==> src/hw/crbf_pkg.sv <==
// Behaviour
// - Legacy code 11 accepts everything, filters ignored.
// - Legacy code 10 takes valid extended identifiers.
// - Legacy code 01 takes valid standard identifiers.
// - Legacy code 00 follows filter identifier type.
// - Two-bit mask select per filter 12..15.
// - Mask select exists only in enhanced modes.
package crbf_pkg;

	localparam int unsigned ADDR_W = 12;

	// Register byte offsets.
	localparam logic [11:0] OFS_CTRL  = 12'h000;
	localparam logic [11:0] OFS_MSEL  = 12'h004;
	localparam logic [11:0] OFS_MODE  = 12'h008;
	localparam logic [11:0] OFS_STAT  = 12'h00C;
	localparam logic [11:0] OFS_IMASK = 12'h010;

	// Control register field positions.
	localparam int unsigned CTRL_FULL_BIT   = 7;
	localparam int unsigned CTRL_RXM_HI_BIT = 6;
	localparam int unsigned CTRL_RXM_LO_BIT = 5;
	localparam int unsigned CTRL_RTR_LEG    = 3;
	localparam int unsigned CTRL_RTR_ENH    = 5;
	localparam int unsigned HIT_W_LEG       = 3;
	localparam int unsigned HIT_W_ENH       = 5;

	// Status and mask bit positions.
	localparam int unsigned EVT_STORED  = 0;
	localparam int unsigned EVT_DROPPED = 1;
	localparam int unsigned EVT_W       = 2;

	// Values after reset.
	localparam logic [1:0] RXM_RESET   = 2'h0;
	localparam logic [7:0] MSEL_RESET  = 8'h00;
	localparam logic [1:0] MODE_RESET  = 2'h0;
	localparam logic [1:0] IMASK_RESET = 2'h0;

	// Receive mode codes.
	localparam logic [1:0] RXM_ALL = 2'h3;
	localparam logic [1:0] RXM_EXT = 2'h2;
	localparam logic [1:0] RXM_STD = 2'h1;
	localparam logic [1:0] RXM_FLT = 2'h0;

	// Mask select codes.
	localparam logic [1:0] MSEL_NONE  = 2'h3;
	localparam logic [1:0] MSEL_FIL15 = 2'h2;
	localparam logic [1:0] MSEL_MASK1 = 2'h1;
	localparam logic [1:0] MSEL_MASK0 = 2'h0;

	// Operating modes.
	localparam logic [1:0] MODE_LEGACY = 2'h0;

endpackage

==> src/hw/crbf_accept.sv <==
`timescale 1ns/1ns
module crbf_accept
	import crbf_pkg::*;
(
	// Configuration.
	input  wire logic       i_enhanced,
	input  wire logic [1:0] i_rxm,
	// Incoming message attributes.
	input  wire logic       i_msg_err,
	input  wire logic       i_msg_ext,
	input  wire logic       i_hit_valid,
	input  wire logic       i_extended_identifier_enable,
	// Decision.
	output logic            o_accept
);

	always_comb begin
		o_accept = 1'b0;
		if (i_enhanced) begin
			o_accept = i_rxm[1] | (!i_msg_err & i_hit_valid);
		end else begin
			unique case (i_rxm)
				RXM_ALL: o_accept = 1'b1;
				RXM_EXT: o_accept = !i_msg_err & i_hit_valid & i_msg_ext & i_extended_identifier_enable;
				RXM_STD: o_accept = !i_msg_err & i_hit_valid & !i_msg_ext & !i_extended_identifier_enable;
				RXM_FLT: o_accept = !i_msg_err & i_hit_valid & (i_msg_ext == i_extended_identifier_enable);
			endcase
		end
	end

endmodule

==> src/hw/crbf_top.sv <==
// The APB slave port and the address map were decided locally.
`timescale 1ns/1ns
module crbf_top
	import crbf_pkg::*;
(
	// Clock and reset.
	input  wire logic              i_clk,
	input  wire logic              i_reset_n,
	// APB slave.
	input  wire logic              i_psel,
	input  wire logic              i_penable,
	input  wire logic              i_pwrite,
	input  wire logic [ADDR_W-1:0] i_paddr,
	input  wire logic [31:0]       i_pwdata,
	output logic [31:0]            o_prdata,
	output logic                   o_pready,
	output logic                   o_pslverr,
	// Message from the receive engine.
	input  wire logic              i_msg_valid,
	input  wire logic              i_msg_err,
	input  wire logic              i_msg_ext,
	input  wire logic              i_msg_rtr,
	input  wire logic              i_hit_valid,
	input  wire logic [4:0]        i_hit_num,
	input  wire logic              i_extended_identifier_enable,
	// Buffer and filter control.
	output logic                   o_buf_load,
	output logic                   o_buffer_full,
	output logic [7:0]             o_mask_sel,
	output logic                   o_irq
);

	logic             full_q;
	logic [1:0]       rxm_q;
	logic             rtr_q;
	logic [4:0]       hit_q;
	logic [7:0]       msel_q;
	logic [1:0]       mode_q;
	logic [EVT_W-1:0] stat_q;
	logic [EVT_W-1:0] imask_q;
	logic             load_q;
	logic             pready_q;
	logic             pslverr_q;
	logic [31:0]      prdata_q;
	logic [7:0]       mask_sel_q;
	logic             irq_q;

	logic             enhanced;
	logic             accept;
	logic             store;
	logic             drop;
	logic             setup;
	logic             wr_en;
	logic [7:0]       ctrl_rd;
	logic             mapped;
	logic [EVT_W-1:0] evt;

	assign enhanced = (mode_q != MODE_LEGACY);
	assign setup    = i_psel & !i_penable;
	assign wr_en    = i_psel & i_penable & pready_q & i_pwrite;

	crbf_accept u_accept (
		.i_enhanced  (enhanced),
		.i_rxm       (rxm_q),
		.i_msg_err   (i_msg_err),
		.i_msg_ext   (i_msg_ext),
		.i_hit_valid (i_hit_valid),
		.i_extended_identifier_enable    (i_extended_identifier_enable),
		.o_accept    (accept)
	);

	// A full buffer takes nothing new.
	// Load gated by full.
	assign store = i_msg_valid & accept & !full_q;
	assign drop  = i_msg_valid & accept & full_q;
	assign evt   = {drop, store};

	function automatic logic is_mapped(input logic [ADDR_W-1:0] a, input logic enh);
		is_mapped = (a == OFS_CTRL) || (a == OFS_MODE) || (a == OFS_STAT)
			|| (a == OFS_IMASK) || (enh && (a == OFS_MSEL));
	endfunction

	assign mapped = is_mapped(i_paddr, enhanced);

	// Full flag: hardware set wins over a software clear.
	// Set on store, cleared by software.
	always_ff @(posedge i_clk or negedge i_reset_n) begin
		if (!i_reset_n) begin
			full_q <= 1'b0;
		end else if (store) begin
			full_q <= 1'b1;
		end else if (wr_en && i_paddr == OFS_CTRL && !i_pwdata[CTRL_FULL_BIT]) begin
			full_q <= 1'b0;
		end
	end

	// Message attributes captured with the store.
	// Remote request capture.
	always_ff @(posedge i_clk or negedge i_reset_n) begin
		if (!i_reset_n) begin
			rtr_q <= 1'b0;
			hit_q <= 5'h00;
		end else if (store) begin
			rtr_q <= i_msg_rtr;
			hit_q <= enhanced ? i_hit_num : {2'h0, i_hit_num[HIT_W_LEG-1:0]};
		end
	end

	always_ff @(posedge i_clk or negedge i_reset_n) begin
		if (!i_reset_n) begin
			load_q <= 1'b0;
		end else begin
			load_q <= store;
		end
	end

	// Receive mode field; enhanced modes only own the upper bit.
	always_ff @(posedge i_clk or negedge i_reset_n) begin
		if (!i_reset_n) begin
			rxm_q <= RXM_RESET;
		end else if (wr_en && i_paddr == OFS_CTRL) begin
			rxm_q[1] <= i_pwdata[CTRL_RXM_HI_BIT];
			if (!enhanced) begin
				rxm_q[0] <= i_pwdata[CTRL_RXM_LO_BIT];
			end
		end
	end

	always_ff @(posedge i_clk or negedge i_reset_n) begin
		if (!i_reset_n) begin
			mode_q <= MODE_RESET;
		end else if (wr_en && i_paddr == OFS_MODE) begin
			mode_q <= i_pwdata[1:0];
		end
	end

	// Mask select writes are ignored in legacy mode.
	// Enhanced-only register.
	always_ff @(posedge i_clk or negedge i_reset_n) begin
		if (!i_reset_n) begin
			msel_q <= MSEL_RESET;
		end else if (wr_en && enhanced && i_paddr == OFS_MSEL) begin
			msel_q <= i_pwdata[7:0];
		end
	end

	// Effective selects for filters 15..12, packed high to low.
	// Packed select fields.
	always_ff @(posedge i_clk or negedge i_reset_n) begin
		if (!i_reset_n) begin
			mask_sel_q <= MSEL_RESET;
		end else begin
			mask_sel_q <= enhanced ? msel_q : MSEL_RESET;
		end
	end

	// Sticky events, write one to clear, set wins.
	always_ff @(posedge i_clk or negedge i_reset_n) begin
		if (!i_reset_n) begin
			stat_q <= '0;
		end else if (wr_en && i_paddr == OFS_STAT) begin
			stat_q <= (stat_q & ~i_pwdata[EVT_W-1:0]) | evt;
		end else begin
			stat_q <= stat_q | evt;
		end
	end

	always_ff @(posedge i_clk or negedge i_reset_n) begin
		if (!i_reset_n) begin
			imask_q <= IMASK_RESET;
		end else if (wr_en && i_paddr == OFS_IMASK) begin
			imask_q <= i_pwdata[EVT_W-1:0];
		end
	end

	always_ff @(posedge i_clk or negedge i_reset_n) begin
		if (!i_reset_n) begin
			irq_q <= 1'b0;
		end else begin
			irq_q <= |(stat_q & imask_q);
		end
	end

	// Control layout depends on the operating mode.
	// Flag position by mode.
	always_comb begin
		if (enhanced) begin
			ctrl_rd = {full_q, rxm_q[1], rtr_q, hit_q};
		end else begin
			ctrl_rd = {full_q, rxm_q, 1'b0, rtr_q, hit_q[HIT_W_LEG-1:0]};
		end
	end

	// No wait state: data is latched in setup, pready follows.
	always_ff @(posedge i_clk or negedge i_reset_n) begin
		if (!i_reset_n) begin
			pready_q  <= 1'b0;
			pslverr_q <= 1'b0;
		end else begin
			pready_q  <= setup;
			pslverr_q <= setup & !mapped;
		end
	end

	always_ff @(posedge i_clk or negedge i_reset_n) begin
		if (!i_reset_n) begin
			prdata_q <= 32'h0000_0000;
		end else if (setup && !i_pwrite) begin
			unique case (1'b1)
				i_paddr == OFS_CTRL: prdata_q <= {24'h00_0000, ctrl_rd};
				i_paddr == OFS_MSEL && enhanced: prdata_q <= {24'h00_0000, msel_q};
				i_paddr == OFS_MODE: prdata_q <= {30'h0000_0000, mode_q};
				i_paddr == OFS_STAT: prdata_q <= {30'h0000_0000, stat_q | evt};
				i_paddr == OFS_IMASK: prdata_q <= {30'h0000_0000, imask_q};
				default: prdata_q <= 32'h0000_0000;
			endcase
		end
	end

	assign o_prdata      = prdata_q;
	assign o_pready      = pready_q;
	assign o_pslverr     = pslverr_q;
	assign o_buf_load    = load_q;
	assign o_buffer_full = full_q;
	assign o_mask_sel    = mask_sel_q;
	assign o_irq         = irq_q;
endmodule

==> config.mk <==
export PLATFORM = sky130hd
export DESIGN_NAME = crbf_top
export DESIGN_NICKNAME = d
export VERILOG_FILES = /design/src/hw/crbf_pkg.sv /design/src/hw/crbf_accept.sv /design/src/hw/crbf_top.sv
export SDC_FILE = /design/constraint.sdc
export NUM_CORES = 1
export LEC_CHECK = 0
export BUFFER_PORTS_ARGS = -buffer_cell sky130_fd_sc_hd__buf_2
export CORE_ASPECT_RATIO = 1.4
export CORE_MARGIN = 1
export CORE_UTILIZATION = 46
export CTS_CLUSTER_DIAMETER = 50
export DETAILED_ROUTE_END_ITERATION = 6
export PLACE_DENSITY_LB_ADDON = 0.12
export SYNTH_ARGS = -nofsm -noshare
export SYNTH_HDL_FRONTEND = slang
export SYNTH_SLANG_ARGS = --single-unit
==> constraint.sdc <==
create_clock -name i_clk -period 2.1 [get_ports i_clk]
set_input_delay 0.42 -clock i_clk [delete_from_list [all_inputs] [get_ports i_clk]]
set_output_delay 0.42 -clock i_clk [all_outputs]
set_load 0.02 [all_outputs]
==> run_results.csv <==
group,metric,value,unit
routing,wire_per_inst,13.8,um
critical_path,reg2reg_slack,0.17,ns
critical_path,crit_start,"rxm_q[1]",
layout,layout_common_cells,"56 x buf_2, 43 x dfrtp_1, 24 x conb_1",
global_route,grt_pass1_vias,1573,
synthesis,synth_area_leaders,"dfrtp_1 49%, buf_4 8.2%, mux2_2 7.7%",
routing,wl,4490,um
sta,fmax,0.517,GHz
synthesis,synthDominantAreaCellType,"dfrtp_1",
floorplan,dieArea,5030,um^2
synthesis,synth_adder_area_share,0,%
clock_network,insertion_delay,0.30,ns
synthesis,syn_area_per_cell,11.1,um^2
critical_path,critPathMaxFanout,7,
global_route,antenna_found_initial,0,
sta,rsz0062_at_grt,"false",
layout,drive_gt1_share,39.2,%
routing,drt_iter0_markers,36,
routing,vias_per_cell,4.97,
sta,setup_tns,0,ns
critical_path,path_cells,"or3_1 -> a311oi_2 -> or2_4 -> and2_4 -> mux2_4",
sta,setup_viol,0,
synthesis,synthMuxAreaShare,10.9,%
clock_network,cts_root_buffer,"clkbuf_8",
layout,nFillCells,422,
floorplan,fp-row-count,29,
layout,layout.cells.non_filler,325,
synthesis,async_flop_share,100,%
placement,gp_congestion,0.860,
synthesis,synth_top_area_share,49.3,%
critical_path,crit_family,"simple AND/OR/NAND/NOR gates",
layout,n_antenna_cell,0,
power_and_ir_drop,internal_power,1.18,mW
power_and_ir_drop,power,1.61,mW
clock_network,cts_tree,"done",
global_route,grt.overflow.total,0,
critical_path,critPathArrivalTime,2.12,ns
clock_network,h-tree-depth,2,
placement,io_buffers,56,
sta,period_share,92.1,%
global_route,grt_pass1_wl,7330,um
clock_network,clkSinkCount,43,
clock_network,cts_max_path_buffers,2,
synthesis,synth_warnings,0,
sta,fin_worst_skew,0.00395,ns
floorplan,die_w,60.2,um
status,status,"completed",
critical_path,worst_ep_required_time,2.28,ns
routing,vias,1616,
synthesis,syn_inst,197,
sta,period_needed,1.93,ns
synthesis,synth_seq_cells,43,
placement,post-place-ws,0.0895,ns
critical_path,path_class,"flop to flop",
routing,first_pass_iters,4,
critical_path,critPathLaunchType,"flop",
sta,finalHoldViolCount,0,
layout,layout_commonest_cell,"buf_2",
flow_run,cap_viol_max_count,0,
global_route,track_usage,19.5,%
sta,hold_ws,0.0773,ns
layout,final_cell_area,2590,um^2
critical_path,crit_path_end_kind,"flop",
clock_network,cts_buffers,5,
critical_path,r2r_start,"rxm_q[1]",
synthesis,ys_seq_area_share,49.3,%
clock_network,clkTransAtPathRegs,0.08,ns
routing,drt.antenna.violating_nets,0,
critical_path,max_stage_delay,0.42,ns
routing,drc_errors,0,
synthesis,synth-simple-area-share,16.8,%
layout,fin_nets,322,
sta,layout_setup_ws,0.166,ns
clock_network,cts.repair.resized,0,
power_and_ir_drop,power_switching,429,uW
floorplan,start_util,48.2,%
critical_path,path_buf_inv,0,
synthesis,synth_top_family_by_area,"simple AND/OR/NAND/NOR gates",
critical_path,critPathSlowestCell,"dfrtp_1",
power_and_ir_drop,peakVddDrop,0.400,mV
synthesis,synth_edf_count,0,
synthesis,synth_cell_types,45,
synthesis,synth_xor_area_share,0,%
synthesis,synth_compound_area_share,11.9,%
clock_network,hold_buffers,0,
placement,dp.cells,317,
global_route,grt_max_degree,44,
floorplan,ios,105,
sta,slew_violations,0,
clock_network,cts_setup_buffers,0,
synthesis,ys.flop_type,"dfrtp_1",
worst_hold_path,min_path_type,"primary input to async pin",
synthesis,synth_area,2180,um^2
floorplan,fp.coreArea,4540,um^2
power_and_ir_drop,pwr-share-comb,12.6,%
power_and_ir_drop,p_seq_share,55.4,%
power_and_ir_drop,power_density,622,nW/um^2
power_and_ir_drop,p_leak,1.38,nW
power_and_ir_drop,p_clk_share,32.0,%
floorplan,die_h,83.5,um
placement,dp.final_hpwl,3460,um
placement,placed_area,2500,um^2
layout,utilization,57.1,%
power_and_ir_drop,p_sw_share,26.6,%
layout,area_growth,18.6,%
## Yosys cell counts, types with 2 or more instances
master,instances
nand2_1,14
a21boi_0,2
a22o_1,2
and4_1,4
nand3_1,5
clkbuf_1,4
inv_1,3
a31o_2,2
nor3_1,7
a32oi_1,2
a22oi_1,5
nor2_1,12
and2_1,9
o21ai_0,6
buf_2,4
mux2_4,4
a21oi_1,4
buf_4,24
a41o_1,2
dfrtp_1,43
mux2_2,15
## worst paths after layout
check                      cells after the start             to
max                                            5       hit_q[0]
max reg2reg                                    5       hit_q[0]
min in group i_clk                             2       hit_q[2]
min                                            2  o_mask_sel[4]
max in group asynchronous                      2       rxm_q[0]
min reg2reg                                    2    o_prdata[6]
## state kept, by name (all words and copies together), names as in the netlist
name	count
o_mask_sel	8
o_pslverr	1
o_buffer_full	1
stat_q	2
o_pready	1
o_prdata	8
hit_q	5
rtr_q	1
msel_q	8
o_irq	1
imask_q	2
o_buf_load	1
mode_q	2
rxm_q	2
## power groups by stage
stage / combinational [mW] / sequential [mW] / clock, mW
6_report: 0.203 / 0.892 / 0.515
5_1_grt: 0.224 / 0.897 / 0.571
4_1_cts: 0.204 / 0.893 / 0.532
3_5_place_dp: 0.203 / 0.909 / 0
3_3_place_gp: 0.202 / 0.908 / 0
2_1_floorplan: 0.152 / 0.903 / 0
## routing by layer
layer  part of all wire, %  global-route usage, %
met1                    42                   23.5
met2                    51                   32.2
met3                   4.4                   4.81
met4                   2.1                   8.25
met5                     0                      0
## logic make-up after synthesis
family / count (synthesis)
and+or+nand+nor: 64
DFF: 43
buffers and inverters: 36
AOI/OAI and AO/OA: 33
muxes: 20
other: 1
## area by class of cell
class	count	area [um^2]	area share, %
multi-input combinational	141	957	37.0
inverter	3	11.3	0.435
clock buffer	6	72.6	2.80
clock inverter	2	12.5	0.483
timing repair buffer	68	383	14.8
tap	62	77.6	3.00
sequential	43	1080	41.5
Note: power is estimated with default switching activity, not from simulation.
